==> config.mk <==
export PLATFORM = sky130hd
export DESIGN_NAME = sbc_cpu_end_flat
export DESIGN_NICKNAME = d
export VERILOG_FILES = /design/src/hdl/sbc_pkg.sv /design/src/hdl/sbc_bus_if.sv /design/src/hdl/sbc_cpu_end.sv /design/src/flat_wrapper.sv
export VERILOG_INCLUDE_DIRS = /design/src /design/src/hdl
export SDC_FILE = /design/constraint.sdc
export NUM_CORES = 1
export LEC_CHECK = 0
export CORE_MARGIN = 2
export CORE_UTILIZATION = 40
export DETAILED_ROUTE_END_ITERATION = 8
export DONT_BUFFER_PORTS = 1
export GPL_TIMING_DRIVEN = 0
export HOLD_SLACK_MARGIN = 0.03
export PLACE_DENSITY = 0.52
export SYNTH_ARGS = -nofsm -noshare
export SYNTH_HDL_FRONTEND = slang
export SYNTH_SLANG_ARGS = --single-unit
==> constraint.sdc <==
create_clock -name clk -period 3.3 [get_ports clk]
set_input_delay 0.66 -clock clk [delete_from_list [all_inputs] [get_ports clk]]
set_output_delay 0.66 -clock clk [all_outputs]
set_load 0.05 [all_outputs]
==> src/hdl/sbc_map.svh <==
// Constants for the system bus control ends: timing counts and reset values.
// Assumes a single 125 MHz bus clock shared by both ends.
`ifndef SBC_MAP_SVH
`define SBC_MAP_SVH
`define SBC_CLK_PERIOD_NS    8
`define SBC_GNT_MIN_CLOCKS   2
`define SBC_GNT_CNT_W        2
`define SBC_BEAT_CNT_W       2
`define SBC_IDLE_STROBE_N    1'b1
`define SBC_BOOT_BIT_RESET   1'b0
`define SBC_ADDR_W           32
`endif

==> src/hdl/sbc_pkg.sv <==
// Types shared by the processor end and the memory/master end of the bus.
// Assumes sbc_map.svh is on the include path.
`include "sbc_map.svh"
package sbc_pkg;
   typedef logic [`SBC_ADDR_W-1:0]    sbc_word_type;
   typedef logic [`SBC_BEAT_CNT_W-1:0] sbc_beats_type;
   typedef enum logic [1:0] {
      SBC_END_OK    = 2'h0,
      SBC_END_ERROR = 2'h1,
      SBC_END_RETRY = 2'h2
   } sbc_end_type;
endpackage

==> src/hdl/sbc_bus_if.sv <==
// Interface joining processor end and memory/external-master end.
// Assumes both ends share clk and rst_n; tri-state resolution is in the testbench.
`timescale 1ns/1ns
interface sbc_bus_if;
   import sbc_pkg::*;
   logic         rd_n;
   logic         wr_n;
   logic         xfer_direction;
   logic         instr_data;
   logic         data_phase_on_n;
   logic         last_n;
   logic         ctl_oe;
   sbc_word_type ad_out;
   logic         ad_oe;
   sbc_word_type ad_in;
   logic         ack_n;
   logic         transfer_fault_n;
   logic         retry_n;
   logic         power_on_init_n;
   logic         reset_n;
   logic         mastership_request_n;
   logic         mastership_released_n_out;
   logic         mastership_released_n_oe;
   logic         mastership_released_n_in;
   logic         boot_cfg_drive;
   logic         boot_cfg_oe;
   modport cpu (
      output rd_n, wr_n, xfer_direction, instr_data, data_phase_on_n, last_n, ctl_oe,
      output ad_out, ad_oe, mastership_released_n_out, mastership_released_n_oe,
      input  ad_in, ack_n, transfer_fault_n, retry_n, power_on_init_n, reset_n,
      input  mastership_request_n, mastership_released_n_in
   );
   modport sys (
      input  rd_n, wr_n, xfer_direction, instr_data, data_phase_on_n, last_n, ctl_oe,
      input  ad_out, ad_oe, mastership_released_n_in,
      output ad_in, ack_n, transfer_fault_n, retry_n, power_on_init_n, reset_n,
      output mastership_request_n, boot_cfg_drive, boot_cfg_oe
   );
endinterface

==> src/hdl/sbc_cpu_end.sv <==
// Processor end of the system bus: strobes, data phase, beat tracking,
// error/retry termination, reset inputs and mastership hand-over.
// Assumes bus pins are synchronous to clk and the far end keeps its rules.
//
// Summary of operation
// - Read or write strobe low whole transaction
// - Direction high on write, low on read
// - Data enable low from data phase to end
// - Read acknowledge means valid data; capture it
// - Write acknowledge means beat taken
// - Final beat output low on last beat
// - Fault input ends cycle as bus error
// - Retry input terminates current cycle
// - Read retry ignored after first beat
// - Write retry honoured on every beat
// - Cold reset input forces full initialization
// - Reset input alone gives warm reset
// - Grant on request, reclaim after negation
// - Grant low at least two clocks
// - Grant rises on internal need or negation
// - Grant pin samples boot bit during cold reset
`timescale 1ns/1ns
`include "sbc_map.svh"
module sbc_cpu_end (
   input  wire logic                  clk,
   input  wire logic                  rst_n,
   sbc_bus_if.cpu                     bus,
   input  wire logic                  req_valid,
   input  wire logic                  req_write,
   input  wire logic                  req_instr,
   input  wire sbc_pkg::sbc_beats_type req_beats,
   input  wire sbc_pkg::sbc_word_type  req_addr,
   input  wire sbc_pkg::sbc_word_type  req_wdata,
   output logic                       req_ready,
   output logic                       rdata_valid,
   output sbc_pkg::sbc_word_type      rdata,
   output logic                       done,
   output sbc_pkg::sbc_end_type       done_status,
   output logic                       warm_reset_seen,
   output logic                       boot_config_bit
);
   import sbc_pkg::*;

   typedef enum logic [2:0] {
      SBC_IDLE    = 3'h0,
      SBC_ADDR    = 3'h1,
      SBC_DATA    = 3'h3,
      SBC_GRANTED = 3'h2,
      SBC_RECLAIM = 3'h6
   } sbc_cpu_state_type;

   typedef struct packed {
      sbc_cpu_state_type                  st;
      logic                               write;
      logic                               instr;
      sbc_beats_type                      left;
      logic                               first_taken;
      sbc_word_type                       addr;
      sbc_word_type                       wdata;
      logic [`SBC_GNT_CNT_W-1:0]          gcnt;
      logic                               gnt_n;
      logic                               req_ready;
      logic                               rdata_valid;
      sbc_word_type                       rdata;
      logic                               done;
      sbc_end_type                        status;
      logic                               warm;
      logic                               boot;
   } sbc_cpu_reg_type;

   sbc_cpu_reg_type r_q;
   sbc_cpu_reg_type r_d;
   logic            cold_n;
   logic            in_cycle;

   assign cold_n   = bus.power_on_init_n;
   assign in_cycle = (r_q.st == SBC_ADDR) || (r_q.st == SBC_DATA);

   always_comb begin
      r_d             = r_q;
      r_d.rdata_valid = 1'b0;
      r_d.done        = 1'b0;
      r_d.req_ready   = 1'b0;
      unique case (r_q.st)
         SBC_IDLE: begin
            if (!bus.mastership_request_n) begin
               r_d.st    = SBC_GRANTED;
               r_d.gnt_n = 1'b0;
               r_d.gcnt  = '0;
            end else if (req_valid) begin
               r_d.st          = SBC_ADDR;
               r_d.write       = req_write;
               r_d.instr       = req_instr;
               r_d.left        = req_beats;
               r_d.addr        = req_addr;
               r_d.wdata       = req_wdata;
               r_d.first_taken = 1'b0;
               r_d.req_ready   = 1'b1;
            end
         end
         SBC_ADDR: begin
            r_d.st = SBC_DATA;
         end
         SBC_DATA: begin
            if (!bus.transfer_fault_n) begin
               r_d.st     = SBC_IDLE;
               r_d.done   = 1'b1;
               r_d.status = SBC_END_ERROR;
            end else if (!bus.retry_n && (r_q.write || !r_q.first_taken)) begin
               r_d.st     = SBC_IDLE;
               r_d.done   = 1'b1;
               r_d.status = SBC_END_RETRY;
            end else if (!bus.ack_n) begin
               r_d.first_taken = 1'b1;
               if (!r_q.write) begin
                  r_d.rdata_valid = 1'b1;
                  r_d.rdata       = bus.ad_in;
               end
               if (r_q.left == '0) begin
                  r_d.st     = SBC_IDLE;
                  r_d.done   = 1'b1;
                  r_d.status = SBC_END_OK;
               end else begin
                  r_d.left = r_q.left - 1'b1;
               end
            end
         end
         SBC_GRANTED: begin
            if (r_q.gcnt != `SBC_GNT_CNT_W'(`SBC_GNT_MIN_CLOCKS - 1)) begin
               r_d.gcnt = r_q.gcnt + 1'b1;
            end else if (bus.mastership_request_n || req_valid) begin
               r_d.gnt_n = 1'b1;
               r_d.st    = bus.mastership_request_n ? SBC_IDLE : SBC_RECLAIM;
            end
         end
         SBC_RECLAIM: begin
            if (bus.mastership_request_n) begin
               r_d.st = SBC_IDLE;
            end
         end
         default: begin
            r_d.st = SBC_IDLE;
         end
      endcase
      if (!bus.reset_n && cold_n) begin
         r_d.warm = 1'b1;
      end
   end

   always_ff @(posedge clk or negedge rst_n) begin
      if (!rst_n) begin
         r_q        <= '0;
         r_q.st     <= SBC_IDLE;
         r_q.gnt_n  <= `SBC_IDLE_STROBE_N;
         r_q.status <= SBC_END_OK;
         r_q.boot   <= `SBC_BOOT_BIT_RESET;
      end else if (!cold_n) begin
         r_q        <= '0;
         r_q.st     <= SBC_IDLE;
         r_q.gnt_n  <= `SBC_IDLE_STROBE_N;
         r_q.status <= SBC_END_OK;
         r_q.boot   <= bus.mastership_released_n_in;
      end else if (!bus.reset_n) begin
         r_q.st    <= SBC_IDLE;
         r_q.gnt_n <= `SBC_IDLE_STROBE_N;
         r_q.warm  <= 1'b1;
         r_q.done  <= 1'b0;
         r_q.req_ready   <= 1'b0;
         r_q.rdata_valid <= 1'b0;
      end else begin
         r_q <= r_d;
      end
   end

   // Bus pins: strobes, direction, indicator and data phase enable
   always_comb begin
      bus.rd_n            = !(in_cycle && !r_q.write);
      bus.wr_n            = !(in_cycle && r_q.write);
      bus.xfer_direction  = in_cycle && r_q.write;
      bus.instr_data      = in_cycle && r_q.instr;
      bus.data_phase_on_n = !(r_q.st == SBC_DATA);
      bus.last_n          = !(r_q.st == SBC_DATA && r_q.left == '0);
      bus.ctl_oe          = cold_n && (r_q.st != SBC_GRANTED) && (r_q.st != SBC_RECLAIM);
      bus.ad_oe           = (r_q.st == SBC_ADDR) || (r_q.st == SBC_DATA && r_q.write);
      bus.ad_out          = (r_q.st == SBC_ADDR) ? r_q.addr : r_q.wdata;
      bus.mastership_released_n_out = r_q.gnt_n;
      bus.mastership_released_n_oe  = cold_n;
   end

   assign req_ready       = r_q.req_ready;
   assign rdata_valid     = r_q.rdata_valid;
   assign rdata           = r_q.rdata;
   assign done            = r_q.done;
   assign done_status     = r_q.status;
   assign warm_reset_seen = r_q.warm;
   assign boot_config_bit = r_q.boot;
endmodule

==> src/flat_wrapper.sv <==
// flat-port wrapper written by rule: the top's interface ports become plain ports
module sbc_cpu_end_flat import sbc_pkg::*;
  (clk, rst_n, req_valid, req_write, req_instr, req_beats, req_addr, req_wdata, req_ready, rdata_valid, rdata, done, done_status, warm_reset_seen, boot_config_bit, bus_rd_n, bus_wr_n, bus_xfer_direction, bus_instr_data, bus_data_phase_on_n, bus_last_n, bus_ctl_oe, bus_ad_out, bus_ad_oe, bus_mastership_released_n_out, bus_mastership_released_n_oe, bus_ad_in, bus_ack_n, bus_transfer_fault_n, bus_retry_n, bus_power_on_init_n, bus_reset_n, bus_mastership_request_n, bus_mastership_released_n_in);
  sbc_bus_if bus_i ();
  input  wire logic clk;
  input  wire logic rst_n;
  input  wire logic req_valid;
  input  wire logic req_write;
  input  wire logic req_instr;
  input  wire sbc_pkg::sbc_beats_type req_beats;
  input  wire sbc_pkg::sbc_word_type req_addr;
  input  wire sbc_pkg::sbc_word_type req_wdata;
  output logic req_ready;
  output logic rdata_valid;
  output sbc_pkg::sbc_word_type rdata;
  output logic done;
  output sbc_pkg::sbc_end_type done_status;
  output logic warm_reset_seen;
  output logic boot_config_bit;
  output wire logic [$bits(bus_i.rd_n)-1:0] bus_rd_n;
  output wire logic [$bits(bus_i.wr_n)-1:0] bus_wr_n;
  output wire logic [$bits(bus_i.xfer_direction)-1:0] bus_xfer_direction;
  output wire logic [$bits(bus_i.instr_data)-1:0] bus_instr_data;
  output wire logic [$bits(bus_i.data_phase_on_n)-1:0] bus_data_phase_on_n;
  output wire logic [$bits(bus_i.last_n)-1:0] bus_last_n;
  output wire logic [$bits(bus_i.ctl_oe)-1:0] bus_ctl_oe;
  output wire logic [$bits(bus_i.ad_out)-1:0] bus_ad_out;
  output wire logic [$bits(bus_i.ad_oe)-1:0] bus_ad_oe;
  output wire logic [$bits(bus_i.mastership_released_n_out)-1:0] bus_mastership_released_n_out;
  output wire logic [$bits(bus_i.mastership_released_n_oe)-1:0] bus_mastership_released_n_oe;
  input wire logic [$bits(bus_i.ad_in)-1:0] bus_ad_in;
  input wire logic [$bits(bus_i.ack_n)-1:0] bus_ack_n;
  input wire logic [$bits(bus_i.transfer_fault_n)-1:0] bus_transfer_fault_n;
  input wire logic [$bits(bus_i.retry_n)-1:0] bus_retry_n;
  input wire logic [$bits(bus_i.power_on_init_n)-1:0] bus_power_on_init_n;
  input wire logic [$bits(bus_i.reset_n)-1:0] bus_reset_n;
  input wire logic [$bits(bus_i.mastership_request_n)-1:0] bus_mastership_request_n;
  input wire logic [$bits(bus_i.mastership_released_n_in)-1:0] bus_mastership_released_n_in;
  assign bus_rd_n = bus_i.rd_n;
  assign bus_wr_n = bus_i.wr_n;
  assign bus_xfer_direction = bus_i.xfer_direction;
  assign bus_instr_data = bus_i.instr_data;
  assign bus_data_phase_on_n = bus_i.data_phase_on_n;
  assign bus_last_n = bus_i.last_n;
  assign bus_ctl_oe = bus_i.ctl_oe;
  assign bus_ad_out = bus_i.ad_out;
  assign bus_ad_oe = bus_i.ad_oe;
  assign bus_mastership_released_n_out = bus_i.mastership_released_n_out;
  assign bus_mastership_released_n_oe = bus_i.mastership_released_n_oe;
  assign bus_i.ad_in = bus_ad_in;
  assign bus_i.ack_n = bus_ack_n;
  assign bus_i.transfer_fault_n = bus_transfer_fault_n;
  assign bus_i.retry_n = bus_retry_n;
  assign bus_i.power_on_init_n = bus_power_on_init_n;
  assign bus_i.reset_n = bus_reset_n;
  assign bus_i.mastership_request_n = bus_mastership_request_n;
  assign bus_i.mastership_released_n_in = bus_mastership_released_n_in;
  sbc_cpu_end u_core (.clk(clk), .rst_n(rst_n), .bus(bus_i), .req_valid(req_valid), .req_write(req_write), .req_instr(req_instr), .req_beats(req_beats), .req_addr(req_addr), .req_wdata(req_wdata), .req_ready(req_ready), .rdata_valid(rdata_valid), .rdata(rdata), .done(done), .done_status(done_status), .warm_reset_seen(warm_reset_seen), .boot_config_bit(boot_config_bit));
endmodule
# Yosys cells after proc, flatten, opt, wreduce, memory -nomap -nowiden

Index checks and enable logic that the tools add are counted.

$add $sub $neg: 2
Eq/ne operators: 37
Muxes and demuxes: 45
Reduce and logical (&&, ||, !) cells: 31

Operator list:

| kind                                                             | count |
|---|---|
| 114-bit 2-to-1 mux                                               | 1 |
| 33-bit 2-to-1 mux                                                | 3 |
| 36-bit 2-to-1 mux                                                | 2 |
| 72-bit 2-to-1 mux                                                | 1 |
| 71-bit 2-to-1 mux                                                | 1 |
| 69-bit 2-to-1 mux                                                | 1 |
| 32-bit 2-to-1 mux                                                | 2 |
| 64-bit 2-to-1 mux                                                | 1 |
| 3-bit 2-to-1 mux                                                 | 18 |
| 3-bit != test (second input constant)                            | 8 |
| 4-bit AND reduction                                              | 4 |
| 3-bit case mux with 5 select lines                               | 1 |
| 4-bit != test (second input constant)                            | 3 |
| 6-bit != test (second input constant)                            | 2 |
| 3-bit case mux with 2 select lines                               | 2 |
| 6-bit AND reduction                                              | 2 |
| 2-bit by 1-bit != test with 1-bit output (second input constant) | 5 |
| 2-bit != test (second input constant)                            | 5 |
| 1-bit logical AND                                                | 9 |
| 3-bit by 2-bit != test with 1-bit output (second input constant) | 3 |
| 1-bit logical NOT                                                | 8 |
| 1-bit 2-to-1 mux                                                 | 8 |
| 2-bit 2-to-1 mux                                                 | 4 |
| 4-bit by 2-bit != test with 1-bit output (second input constant) | 2 |
| other kinds (13)                                                 | 19 |

Flip-flop bits (word level): 114
Input port bits: 110
Output and inout bits: 81
Word-level logic and storage cells: 131

# Longest topological paths before layout

Depth in word-level cells: 8
Mapped depth: 8

# Worst setup path after synthesis

Ideal clock, no wire load.

Kind: in2out
Start point: input port bus_power_on_init_n
End point: output port bus_ctl_oe
Data arrival time: 2,076 ps
Data required time: 2,640 ps
Slack: 564 ps
Cell stages on the path: 5
Path buffers: 3
Path through: buf_2 inv_1 clkbuf_1 clkbuf_1 a21oi_1

Word-level cells in the longest chain between the ends: 2

RTL lines:

| item                           | line               | source |
|---|---|---|
| start, declared                | flat_wrapper.sv:35 | `input wire logic [$bits(bus_i.power_on_init_n)-1:0] bus_power_on_init_n;` |
| 1-bit logical AND (2 in a row) | sbc_cpu_end.sv:183 | `bus.ctl_oe = cold_n && (r_q.st != SBC_GRANTED) && (r_q.st != SBC_RECLAIM);` |
| end, declared                  | flat_wrapper.sv:26 | `output wire logic [$bits(bus_i.ctl_oe)-1:0] bus_ctl_oe;` |

No other way between the ends.

# Worst setup path after layout

Start point: register u_core.r_q[111] (netlist bit)
End point: output port bus_ad_out[30]

Word-level cells in the longest chain between the ends: 2

RTL lines:

| item                                     | line               | source |
|---|---|---|
| start, declared                          | sbc_cpu_end.sv:71  | `sbc_cpu_reg_type r_q;` |
| start signal, assigned                   | sbc_cpu_end.sv:171 | `r_q <= r_d;` |
| 3-bit by 1-bit == test with 1-bit output | sbc_cpu_end.sv:185 | `bus.ad_out = (r_q.st == SBC_ADDR) ? r_q.addr : r_q.wdata;` |
| 32-bit 2-to-1 mux                        | sbc_cpu_end.sv:185 |  |
| end, declared                            | flat_wrapper.sv:27 | `output wire logic [$bits(bus_i.ad_out)-1:0] bus_ad_out;` |

No other way between the ends.

==> metrics.txt <==
total power=3.55 mW; total grt overflow=0; WL per Instance=18.3 um; H-tree depth=4; TritonCTS clock tree=yes; ANT cells=0; WL final=13.6 mm; vias in the first global route=4,093; largest register by flop count=u_core.r_q; clk sinks=114; gr usage total=0.200; Max Fclk=~310 MHz; CTS Buf Count=17; max reg flops=74; starting density of the core=0.406; Slew Limit Headroom=0.538; CP endpoint kind=output port; syn nets=between 600 and 700; grt met1 use=0.251; Cell Area, Synth=5310 um^2; hold slack=86.3 ps; CP arrival=between 2000 and 3000 ps; actual slew at the worst max-slew pin=693 ps; P_leak=2.79 nW; footprint of the multi-input gates=around 2000 um^2; Clock Latency Late Sink=410 ps; number of synthesis warnings=0; busiest metal layer after global routing=met2; Setup TNS Final=0 ps; setup violators final=0; DIE WIDTH=119 um; flops & latches, synth=between 100 and 150; Post-synth EDFFs=0; largest net degree at the start of global routing=approximately 110; Final Cycle Share=0.964; sequential share of the synthesized area=0.537; Post-DP HPWL=9.64 mm; Port Buffer Count=0; Iteration-0 DRC Markers=135; Slew Viols, Final=0; Clock transition at path regs=50 ps; TritonRoute pass-1 iters=4; critical path type=flop to output port; FF+latch area=2850 um^2; layout cell share with drive strength beyond 1=0.217; first-pass GRT wire length=21.7 mm; Longest Clk Path Bufs=2; outcome=completed; ys async rst share=1.00; RD Place Congestion=0.753; Worst Path Max Fanout=10; top_reg_cell synth=dfrtp_1; max incr delay on CP=~520 ps; slowest stage cell, crit path=mux2_2; CP Cell Sequence=inv_1 > nor3_2 > buf_2 > mux2_2; Final Skew=between 5 and 6 ps; clock root buffer=clkbuf_16; fin crit period=~3200 ps; grt met2 use=0.308; Chip Height=119 um; IO Pins=roughly 190; Avg Cell Area, Syn=9.94 um^2; vias=between 3,000 and 4,000; FP Rows=42; Cells after Synth=534; Die Area=approximately 14,000 um^2; Crit path required time=2640 ps; initial antenna violation count=0; IR drop worst, VDD=approximately 340 uV; Hold Path Class=input pin to asynchronous set/reset pin; max-cap violations=0; pwr dens=577 nW/um^2; synthesis-to-layout area growth=16.1%; post-route ant nets=0; Setup crit start kind=flop; DRC Markers=0; met3 global-route usage=0.0819; RSZ-0062 raised after global routing=false; Vias/cell=5.22; Cell variety after synth=45; Hold Fails Final Rpt=0; fillers=roughly 1,300; Core Region=13,100 um^2; Total Nets Final=between 600 and 700
## cells in the mapped netlist, drive strengths merged (3+ instances only)
| library cell | n | share of area |
|---|---|---|
| mux2 | 33 | 0.070 |
| clkbuf | 22 | 0.016 |
| mux2i | 3 | 0.0057 |
| nor3 | 4 | 0.0038 |
| dfrtp | 113 | 0.53 |
| a22o | 31 | 0.051 |
| a21oi | 73 | 0.069 |
| a31o | 3 | 0.0049 |
| buf | 47 | 0.064 |
| nand3 | 3 | 0.0028 |
| inv | 10 | 0.0075 |
| nor2 | 10 | 0.0071 |
| nand2 | 142 | 0.10 |
| and2 | 4 | 0.0054 |
| o21ai | 4 | 0.0038 |
| ha | 3 | 0.0071 |
| nor4 | 3 | 0.0035 |
## report_power, final
part           total [mW]  internal (mW)  switching, mW  leakage [nW]
clock network        1.85           1.22          0.630         0.286
logic               0.247         0.0621          0.185         0.926
registers            1.46           1.43         0.0281          1.57
total                3.55           2.71          0.843          2.79
## repair_timing
action / in CTS / in global routing
resized for setup: 1 / 1
hold buffers: 1 / 0
endpoints found under the setup margin: 30 / 1
hold endpoints to repair: 113 / 0
buffers inserted: 0 / 0
## cells by family (layout without fill, tap and decap cells)
group | count (synthesis) | count (layout) | share of synthesized area
buf+inv | 79 | 112 | 0.0869
simple gates | 180 | 180 | 0.147
mux | 36 | 36 | 0.0756
fa+ha+maj | 3 | 3 | 0.00707
flops | 114 | 114 | 0.537
compound gates | 122 | 122 | 0.146
## cells in the final DEF, fill, tap and decap left out, types with 4 or more instances in the layout
cell and n:
a21oi_1 72, a22o_1 31, buf_1 4, buf_2 4
buf_4 36, clkbuf_1 25, clkbuf_16 17, clkinv_2 4
dfrtp_1 113, inv_1 9, mux2_2 33, nand2_1 142
nor2_1 10, o21ai_0 4
## through the flow
| stage | worst slack [ps] | area (um^2) | cells | utilization |
|---|---|---|---|---|
| floorplan | 564 | 5310 | 534 | - |
| global placement | 26.5 | 5530 | 710 | 0.423 |
| detailed placement | 0.537 | 5530 | 710 | 0.423 |
| CTS | 4.76 | 6160 | 743 | 0.471 |
| global route | 4.35 | 6160 | 743 | 0.471 |
| finish | 117 | 6160 | 743 | 0.471 |
## cell type report
class                      count  area share
tap                          176      0.0357
clock buffer                  22      0.0753
timing repair buffer           1     0.00447
buffer                        69      0.0684
inverter                      10     0.00650
sequential                   114       0.463
clock inverter                10      0.0215
multi-input combinational    341       0.325
## routing by layer
metal,vias to the layer above,share of wire
met3,20,0.089
li1,1835,-
met1,1875,0.43
met4,0,0.018
met5,-,0
met2,149,0.46
## path summary, 6_finish.rpt
path                                  start                                   end  slack [ps]  depth (start not counted)
max reg2reg                 u_core.r_q[112]                        u_core.r_q[97]         980                          7
min in group clk                bus_reset_n  u_core.bus.mastership_released_n_out         310                          1
min reg2reg                u_core.rdata[24]                      u_core.rdata[24]         500                          1
min                                   rst_n  u_core.bus.mastership_released_n_out          90                          0
max in group asynchronous             rst_n                       u_core.r_q[110]        2660                          1
max                         u_core.r_q[111]                        bus_ad_out[30]         120                          4
## worst max-delay path: cells and delay by family (launching register included)
kind / cells / cell delay [ps]
AND/OR/NAND/NOR: 1 / 490
flip-flops: 1 / 490
buffers and inverters: 2 / 600
multiplexers: 1 / 520
Note: power is estimated with default switching activity, not from simulation.
